File: src/iolp_defines.svh
// Constants for the I/O line configuration, PWM and sample report block
`ifndef IOLP_DEFINES_SVH
`define IOLP_DEFINES_SVH
`define IOLP_FN_DISABLED   3'h0
`define IOLP_FN_ALT1       3'h1
`define IOLP_FN_ALT2       3'h2
`define IOLP_FN_DIG_IN     3'h3
`define IOLP_FN_OUT_LOW    3'h4
`define IOLP_FN_OUT_HIGH   3'h5
`define IOLP_PULL_EN_RESET 15'h7fff
`define IOLP_PULL_DIR_RESET 15'h0000
`define IOLP_DUTY_MAX      10'h3ff
`define IOLP_PWM_PERIOD_PS 42620000
`define IOLP_CLK_PERIOD_PS 8000
`define IOLP_PWM_STEPS     1023
`define IOLP_SAMPLE_COUNT  8'h01
`define IOLP_ASCII_CR      8'h0d
`define IOLP_RESP_OK       8'h00
`define IOLP_RESP_ERROR    8'h01
`endif

File: src/iolp_pkg.sv
// Types for the I/O line configuration, PWM and sample report block
package iolp_pkg;
  typedef enum logic [4:0] {
    IOLP_IDLE  = 5'b00001,
    IOLP_FIELD = 5'b00010,
    IOLP_CHAR  = 5'b00100,
    IOLP_ANA   = 5'b01000,
    IOLP_END   = 5'b10000
  } iolp_state_t;
endpackage

File: src/iolp_io_block.sv
// I/O line configuration, pulls, PWM output and forced sample report
`timescale 1ns/1ps
`default_nettype none
`include "iolp_defines.svh"

// Behaviour
// - Setting 0 off, 3 input, 4/5 output
// - First PWM line: 1 signal PWM, 2 PWM
// - Fan enable low in sleep, saving, airplane
// - Direction bit 1 pull-up, 0 pull-down
// - Enable bit turns pull on; resets all ones
// - No pull on output, analog, disabled lines
// - Both fields share one line bit map
// - Duty 0..0x3ff proportional, 0x200 about half
// - PWM period 6138 clocks, about 49.1 us, 1023 steps
// - Temperature is 8-bit two's complement Celsius
// - Sample request errors with no digital or analog lines
// - Report: count, masks, digital data, analog readings
// - Analog readings are 10-bit converter values
// - Text: hex lines with CR, two CR end
// - Binary: 1,2,1 byte fields, 2-byte samples, MSB first
module iolp_io_block #(
  parameter int NLINES   = 13,
  parameter int NANALOG  = 4,
  parameter int PWM_DIV  = (`IOLP_PWM_PERIOD_PS / `IOLP_PWM_STEPS) / `IOLP_CLK_PERIOD_PS + 1
) (
  input  wire logic                 i_clk,            // 125 MHz clock
  input  wire logic                 i_arst_n,         // Async reset, active low
  input  wire logic [NLINES*3-1:0]  i_line_function,  // 3 bits per line, lines 0-9 then pwm 0-2
  input  wire logic                 i_apply,          // Apply pending settings pulse
  input  wire logic [14:0]          i_pull_enable_field,
  input  wire logic [14:0]          i_pull_direction_field,
  input  wire logic [9:0]           i_pwm_duty_setting,
  input  wire logic [9:0]           i_rssi_level,     // Signal strength as a duty value
  input  wire logic                 i_sleeping,
  input  wire logic                 i_power_saving,
  input  wire logic                 i_airplane,
  input  wire logic [NLINES-1:0]    i_line_in,        // Pin levels
  input  wire logic [9:0]           i_adc_data [NANALOG],
  input  wire logic [7:0]           i_temperature_raw,
  input  wire logic                 i_force_sample_request,
  input  wire logic                 i_binary_mode,
  output logic      [NLINES-1:0]    o_line_out,
  output logic      [NLINES-1:0]    o_line_oe,
  output logic      [14:0]          o_pull_on,
  output logic      [14:0]          o_pull_up,
  output logic      [7:0]           o_temperature_reading,
  output logic                      o_resp_valid,     // Acknowledge / error pulse
  output logic      [7:0]           o_resp_code,
  output logic                      o_rpt_valid,      // One report byte per pulse
  output logic      [7:0]           o_rpt_data,
  output logic                      o_rpt_last
);
  import iolp_pkg::*;

  // Pull bit position of each line (lines 0-9, pwm 0-2); 7 and 14 are serial lines
  localparam int PULL_BIT [13] = '{4, 3, 2, 1, 0, 8, 5, 13, 6, 9, 11, 12, 10};

  // Function code of line n
  function automatic logic [2:0] fn_of(input logic [NLINES*3-1:0] f, input int n);
    fn_of = f[n*3 +: 3];
  endfunction

  // Hex ASCII of a nibble
  function automatic logic [7:0] hex_char(input logic [3:0] v);
    hex_char = (v < 4'ha) ? 8'h30 + {4'h0, v} : 8'h57 + {4'h0, v};
  endfunction

  logic [NLINES*3-1:0] cfg;        // Applied settings
  logic [9:0]          duty;       // Applied duty
  logic [9:0]          pwm_cnt;    // Step counter
  logic [7:0]          pre_cnt;    // Step prescaler
  logic                pwm_output_zero;  // First PWM line compare
  logic                rssi_q;
  logic [15:0]         dmask;
  logic [7:0]          amask;
  logic [15:0]         ddata;

  // Settings latch on apply, duty only takes effect then
  always_ff @(posedge i_clk or negedge i_arst_n) begin
    if (!i_arst_n) begin
      cfg  <= '0;
      duty <= '0;
    end else if (i_apply) begin
      cfg  <= i_line_function;
      duty <= i_pwm_duty_setting;
    end
  end

  // Step prescaler and 1023-step period counter
  always_ff @(posedge i_clk or negedge i_arst_n) begin
    if (!i_arst_n) begin
      pre_cnt <= '0;
      pwm_cnt <= '0;
    end else if (pre_cnt == 8'(PWM_DIV - 1)) begin
      pre_cnt <= '0;
      pwm_cnt <= (pwm_cnt == 10'(`IOLP_PWM_STEPS - 1)) ? '0 : pwm_cnt + 10'h001;
    end else begin
      pre_cnt <= pre_cnt + 8'h01;
    end
  end

  // Compare; full scale stays high all period
  always_ff @(posedge i_clk or negedge i_arst_n) begin
    if (!i_arst_n) begin
      pwm_output_zero <= 1'b0;
      rssi_q          <= 1'b0;
    end else begin
      pwm_output_zero <= (duty == `IOLP_DUTY_MAX) || (pwm_cnt < duty);
      rssi_q <= (i_rssi_level == `IOLP_DUTY_MAX) || (pwm_cnt < i_rssi_level);
    end
  end

  // Line drivers, pulls and masks
  always_ff @(posedge i_clk or negedge i_arst_n) begin
    if (!i_arst_n) begin
      o_line_out <= '0;
      o_line_oe  <= '0;
      o_pull_on  <= '0;
      o_pull_up  <= '0;
      dmask      <= '0;
      amask      <= '0;
      ddata      <= '0;
    end else begin
      o_pull_on <= '0;
      o_pull_up <= i_pull_direction_field;
      dmask     <= '0;
      amask     <= '0;
      for (int n = 0; n < NLINES; n++) begin
        o_line_out[n] <= 1'b0;
        o_line_oe[n]  <= 1'b0;
        case (fn_of(cfg, n))
          `IOLP_FN_DIG_IN: begin
            o_pull_on[PULL_BIT[n]] <= i_pull_enable_field[PULL_BIT[n]];
            dmask[n] <= 1'b1;
          end
          `IOLP_FN_OUT_LOW: begin
            o_line_oe[n] <= 1'b1;
            dmask[n] <= 1'b1;
          end
          `IOLP_FN_OUT_HIGH: begin
            o_line_out[n] <= 1'b1;
            o_line_oe[n]  <= 1'b1;
            dmask[n]      <= 1'b1;
          end
          `IOLP_FN_ALT1: begin
            if (n == 10) begin
              o_line_out[n] <= rssi_q;
              o_line_oe[n]  <= 1'b1;
            end else if (n == 11) begin
              o_line_out[n] <= !(i_sleeping || i_power_saving || i_airplane);
              o_line_oe[n]  <= 1'b1;
            end
          end
          `IOLP_FN_ALT2: begin
            if (n == 10) begin
              o_line_out[n] <= pwm_output_zero;
              o_line_oe[n]  <= 1'b1;
            end else if (n < NANALOG) begin
              amask[n] <= 1'b1;  // Analog input, never pulled
            end
          end
          default: begin
            // Disabled: undriven and unpulled
          end
        endcase
      end
      ddata <= 16'(i_line_in) & dmask;
    end
  end

  always_ff @(posedge i_clk or negedge i_arst_n) begin
    if (!i_arst_n) begin
      o_temperature_reading <= '0;
    end else begin
      o_temperature_reading <= i_temperature_raw;
    end
  end

  // Report sequencer: field 0 count, 1 dmask, 2 amask, 3 ddata, then analog
  iolp_state_t state;
  logic [2:0]  field;
  logic [1:0]  pos;      // Byte or nibble index within a field
  logic [2:0]  ach;      // Analog channel
  logic        bin;
  logic [15:0] fval;
  logic [1:0]  fmax;

  // Field value and last index (bytes or nibbles minus one)
  always_comb begin
    fval = 16'h0000;
    fmax = 2'd0;
    case (field)
      3'd0: begin fval = {8'h00, `IOLP_SAMPLE_COUNT}; fmax = bin ? 2'd0 : 2'd1; end
      3'd1: begin fval = dmask; fmax = bin ? 2'd1 : 2'd3; end
      3'd2: begin fval = {8'h00, amask}; fmax = bin ? 2'd0 : 2'd1; end
      3'd3: begin fval = ddata; fmax = bin ? 2'd1 : 2'd3; end
      default: begin fval = {6'h00, i_adc_data[ach[1:0]]}; fmax = bin ? 2'd1 : 2'd3; end
    endcase
  end

  always_ff @(posedge i_clk or negedge i_arst_n) begin
    if (!i_arst_n) begin
      state        <= IOLP_IDLE;
      field        <= '0;
      pos          <= '0;
      ach          <= '0;
      bin          <= 1'b0;
      o_resp_valid <= 1'b0;
      o_resp_code  <= '0;
      o_rpt_valid  <= 1'b0;
      o_rpt_data   <= '0;
      o_rpt_last   <= 1'b0;
    end else begin
      o_resp_valid <= 1'b0;
      o_rpt_valid  <= 1'b0;
      o_rpt_last   <= 1'b0;
      case (state)
        IOLP_IDLE: begin
          if (i_force_sample_request) begin
            o_resp_valid <= 1'b1;
            bin          <= i_binary_mode;
            field        <= '0;
            pos          <= '0;
            ach          <= '0;
            if (dmask == '0 && amask == '0) begin
              o_resp_code <= `IOLP_RESP_ERROR;
            end else begin
              o_resp_code <= `IOLP_RESP_OK;
              state       <= IOLP_FIELD;
            end
          end
        end
        IOLP_FIELD: begin
          o_rpt_valid <= 1'b1;
          if (bin) begin
            o_rpt_data <= (pos == fmax) ? fval[7:0] : fval[15:8];
          end else begin
            o_rpt_data <= hex_char(fval[4*(fmax-pos) +: 4]);
          end
          if (pos != fmax) begin
            pos <= pos + 2'd1;
          end else if (!bin) begin
            state <= IOLP_CHAR;
          end else begin
            state <= IOLP_ANA;
          end
        end
        IOLP_CHAR: begin
          o_rpt_valid <= 1'b1;
          o_rpt_data  <= `IOLP_ASCII_CR;
          state       <= IOLP_ANA;
        end
        IOLP_ANA: begin
          // Pick next field: skip ddata when no digital lines, skip unset analog
          pos   <= '0;
          state <= IOLP_FIELD;
          if (field == 3'd2 && dmask == '0) begin
            field <= 3'd4;
            ach   <= '0;
            if (!amask[0]) state <= IOLP_ANA;
          end else if (field < 3'd3) begin
            field <= field + 3'd1;
          end else begin
            if (field == 3'd4) ach <= ach + 3'd1;
            field <= 3'd4;
            if (field == 3'd3) begin
              ach <= '0;
              if (!amask[0]) state <= IOLP_ANA;
            end else if (ach + 3'd1 >= 3'(NANALOG)) begin
              state <= IOLP_END;
            end else if (!amask[ach+3'd1]) begin
              state <= IOLP_ANA;
            end
            if (field == 3'd3 && NANALOG == 0) state <= IOLP_END;
          end
          if (field == 3'd4 && ach + 3'd1 >= 3'(NANALOG)) state <= IOLP_END;
          if (field == 3'd3 && amask == '0) state <= IOLP_END;
          if (field == 3'd2 && dmask == '0 && amask == '0) state <= IOLP_END;
        end
        IOLP_END: begin
          // Text adds a second CR; binary just marks the end
          if (!bin) begin
            o_rpt_valid <= 1'b1;
            o_rpt_data  <= `IOLP_ASCII_CR;
          end
          o_rpt_last <= 1'b1;
          state      <= IOLP_IDLE;
        end
        default: state <= IOLP_IDLE;
      endcase
    end
  end
endmodule
`default_nettype wire

File: config.mk
export PLATFORM = sky130hd
export DESIGN_NAME = iolp_io_block
export DESIGN_NICKNAME = d
export VERILOG_FILES = /design/src/iolp_pkg.sv /design/src/iolp_io_block.sv
export VERILOG_INCLUDE_DIRS = /design/src
export SDC_FILE = /design/constraint.sdc
export NUM_CORES = 1
export LEC_CHECK = 0
export ABC_AREA = 1
export BUFFER_PORTS_ARGS = -buffer_cell sky130_fd_sc_hd__buf_4
export CAP_MARGIN = 20
export CORE_ASPECT_RATIO = 0.5
export CORE_MARGIN = 2
export CORE_UTILIZATION = 30
export DETAILED_ROUTE_END_ITERATION = 12
export HOLD_SLACK_MARGIN = 0.02
export PLACE_DENSITY = 0.49
export SLEW_MARGIN = 20
export SYNTH_ARGS = -nofsm -noshare
export SYNTH_HDL_FRONTEND = slang
export SYNTH_SLANG_ARGS = --single-unit
File: constraint.sdc
create_clock -name i_clk -period 3.25 [get_ports i_clk]
set_input_delay 0.325 -clock i_clk [delete_from_list [all_inputs] [get_ports i_clk]]
set_output_delay 0.325 -clock i_clk [all_outputs]
set_load 0.02 [all_outputs]
==> flow_summary.ini <==
[status]
outcome = complete, no violations

[floorplan]
die_w_um = 245
die_h_um = 125
dieArea_um2 = 30600
placementRows = 44
coreArea_um2 = 28800
io_pins = 241
start_util_pct = 30.3

[logic_synthesis]
syn_avg_cell_area_um2 = 8.85
async_reset_ff_share_pct = 100
synth_top_area_share_pct = 53.3
synth_area_leaders = dfrtp_1, nand2_1, inv_1
synth_seq_area_share_pct = 53.6
yosys_most_used_dff = dfrtp_1
synth_cells = 986
ys_seq_elements = 187
synth_edf_count = 0
synthMostInstantiatedCell = nand2_1
yosys_warnings = 0
synth.distinct_cells = 51
syn-cell-area_um2 = 8730
synth_common_cells = nand2_1, dfrtp_1, inv_1
yosys.area.top_type = dfrtp_1

[setup_path]
r2r-start = field[1]
crit_type = reg -> reg
required_ps = 3620
arrival_ps = 3330
crit_start = field[1]
critPathLaunchType = flop
worst_setup_path_end_kind = flop
cp_max_fo = 6

[power]
peakVddDrop_v = 0.000434
p_per_area_nw_per_um2 = 692
leakage_uw = 0.00612

[placement]
dp_hpwl_um = 18300
place_congestion = 0.877
dp.cells = 1594
port_buffers = 229

[global_routing]
grtUsageTotal_pct = 16.1
antenna_found_initial = 1
grt_max_degree = 100
gr-total-overflow = 0
grt_pass1_wl_um = 38400
grt_pass1_vias = 7573

[clock_tree]
cts.path.max_buffers = 2
clkSinkCount = 187
cts_root_buf = clkbuf_16
htreeDepth = 4
numCtsBuffers = 17
clk_pin_slew_ps = 70
clock_latency_ps = 440
cts_tree = yes

[timing]
final_max_slew_viol_count = 0
hold_viol = 0
skew_ps = 7.60
layout_min_cycle_time_ps = 2960
worstMarginPinSlew_ps = 870
maxSlewHeadroom_pct = 42.0
setup_viol = 0
fmax_mhz = 338
holdWs_ps = 73.7
period_share_pct = 91.0

[min_path]
min-delay-start = i_line_in[10]
min_path_type = in -> reg

[routing]
dr_wl_met2_um = 12300
dr.max_layer_used = met4
vias = 7341
viasPerCell = 4.43
firstDrtPassIters = 4
drt-total-wl_um = 23700
wl_per_cell_um = 14.3
ant_nets = 0
wl_met1_um = 10100
drtIter0Drc = 433
wl_met3_um = 816
drc = 0

[run]
maxCapViolCount = 0

[final_layout]
area_growth_syn_to_layout_pct = 35.7
nets = 1442
drive_above_1_share_pct = 26.2
final_cells = 1657
==> report_power, final <==
| group | internal, µW | total [µW] | leakage, µW | switching (µW) |
|---|---|---|---|---|
| clock network | 1330 | 2240 | 0.000310 | 917 |
| registers | 2590 | 2740 | 0.00237 | 156 |
| logic | 1200 | 3210 | 0.00345 | 2000 |
==> critical path, cell delays in order, from the launching register on <==
cell and delay [ps]:
dfrtp_1 410, inv_1 140, ha_4 170, o21ai_2 60, nor2_1 110, ha_1 150, inv_1 60, fa_2 650
nor2_1 80, buf_4 150, nand3_2 70, nand3_2 110, ha_2 210, inv_1 50, nand4_1 80, nand2_1 70
nand3_1 70, nand2_1 70, nand2_1 60, a21oi_2 110
==> cell usage in the layout, fill, tap and decap left out, types with 4 or more instances in the layout <==
cell           instances
o21ai_0               81
buf_4                242
nor2_1                87
nor3_1                20
dfrtp_1              186
nand3_1               57
ha_1                  28
a21oi_1               29
nand2_2                8
nand2_1              199
nand3_2                8
mux2_2                 9
clkbuf_8               6
clkbuf_16             17
conb_1                 9
inv_2                  6
nand4_1               14
o211ai_1               4
dlygate4sd3_1         24
a21oi_2                4
nor4_1                 4
nand2_4                4
inv_1                156
==> metrics by stage <==
step                setup WS [ps]  TNS [ps]  util [%]  total power (µW)  instance area (µm²)
floorplan                     329         0         -              4900                 8760
global placement              149         0      37.8              5780                10900
detailed placement           56.4         0      37.8              5860                10900
CTS                          44.6         0      40.8              8150                11800
global route                -11.4     -11.4      41.1              8830                11800
finish                        292         0      41.1              8190                11800
==> timing repair <==
action | CTS | global route
hold buffers | 24 | 0
setup endpoints to repair | 0 | 6
buffers inserted | 0 | 6
gates resized for setup | 0 | 11
endpoints found under the hold margin | 46 | 0
==> final cells by class <==
class | count | area, µm²
timing repair buffer | 268 | 2090
inverter | 163 | 612
tap | 391 | 489
antenna | 1 | 2.50
clock inverter | 7 | 128
fill | 2934 | 16900
multi-input combinational | 615 | 3340
clock buffer | 25 | 505
sequential | 187 | 4680
==> per-layer routing <==
layer / up-vias / track usage, %
li1: 3674 / -
met1: 3503 / 19.2
met2: 131 / 28.5
met3: 33 / 3.79
met4: 0 / 5.09
met5: - / 0
==> cell families (layout without fill, tap and decap cells) <==
kind of cell	after synthesis	after routing	share of synthesized area, %
compound gates	148	148	9.75
xor+xnor	3	3	0.301
fa+ha+maj	32	32	4.67
buf+inv	192	463	8.90
flops	187	187	53.6
mux	9	9	1.16
other cells	1	10	0.0430
simple gates	414	414	21.5
==> registers in the layout, indices dropped and copies added (netlist names), 2 cells and up <==
name	flops
pre_cnt	8
state	5
pwm_cnt	10
o_rpt_data	8
duty	10
o_line_oe	13
field	3
ach	3
cfg	39
amask	4
dmask	13
pos	2
ddata	13
o_temperature_reading	8
o_pull_on	13
o_pull_up	15
o_line_out	13
==> worst paths after layout <==
check / end / slack (ps) / cells past startpoint
worst min-delay path: ddata[10] / 70 / 3
max in group asynchronous: o_rpt_data[4] / 1880 / 3
worst min register to register: amask[0] / 440 / 1
worst max-delay path: o_rpt_data[2] / 290 / 19
min in group asynchronous: o_pull_on[2] / 510 / 2
worst max register to register: o_rpt_data[2] / 290 / 19
Note: power is estimated with default switching activity, not from simulation.
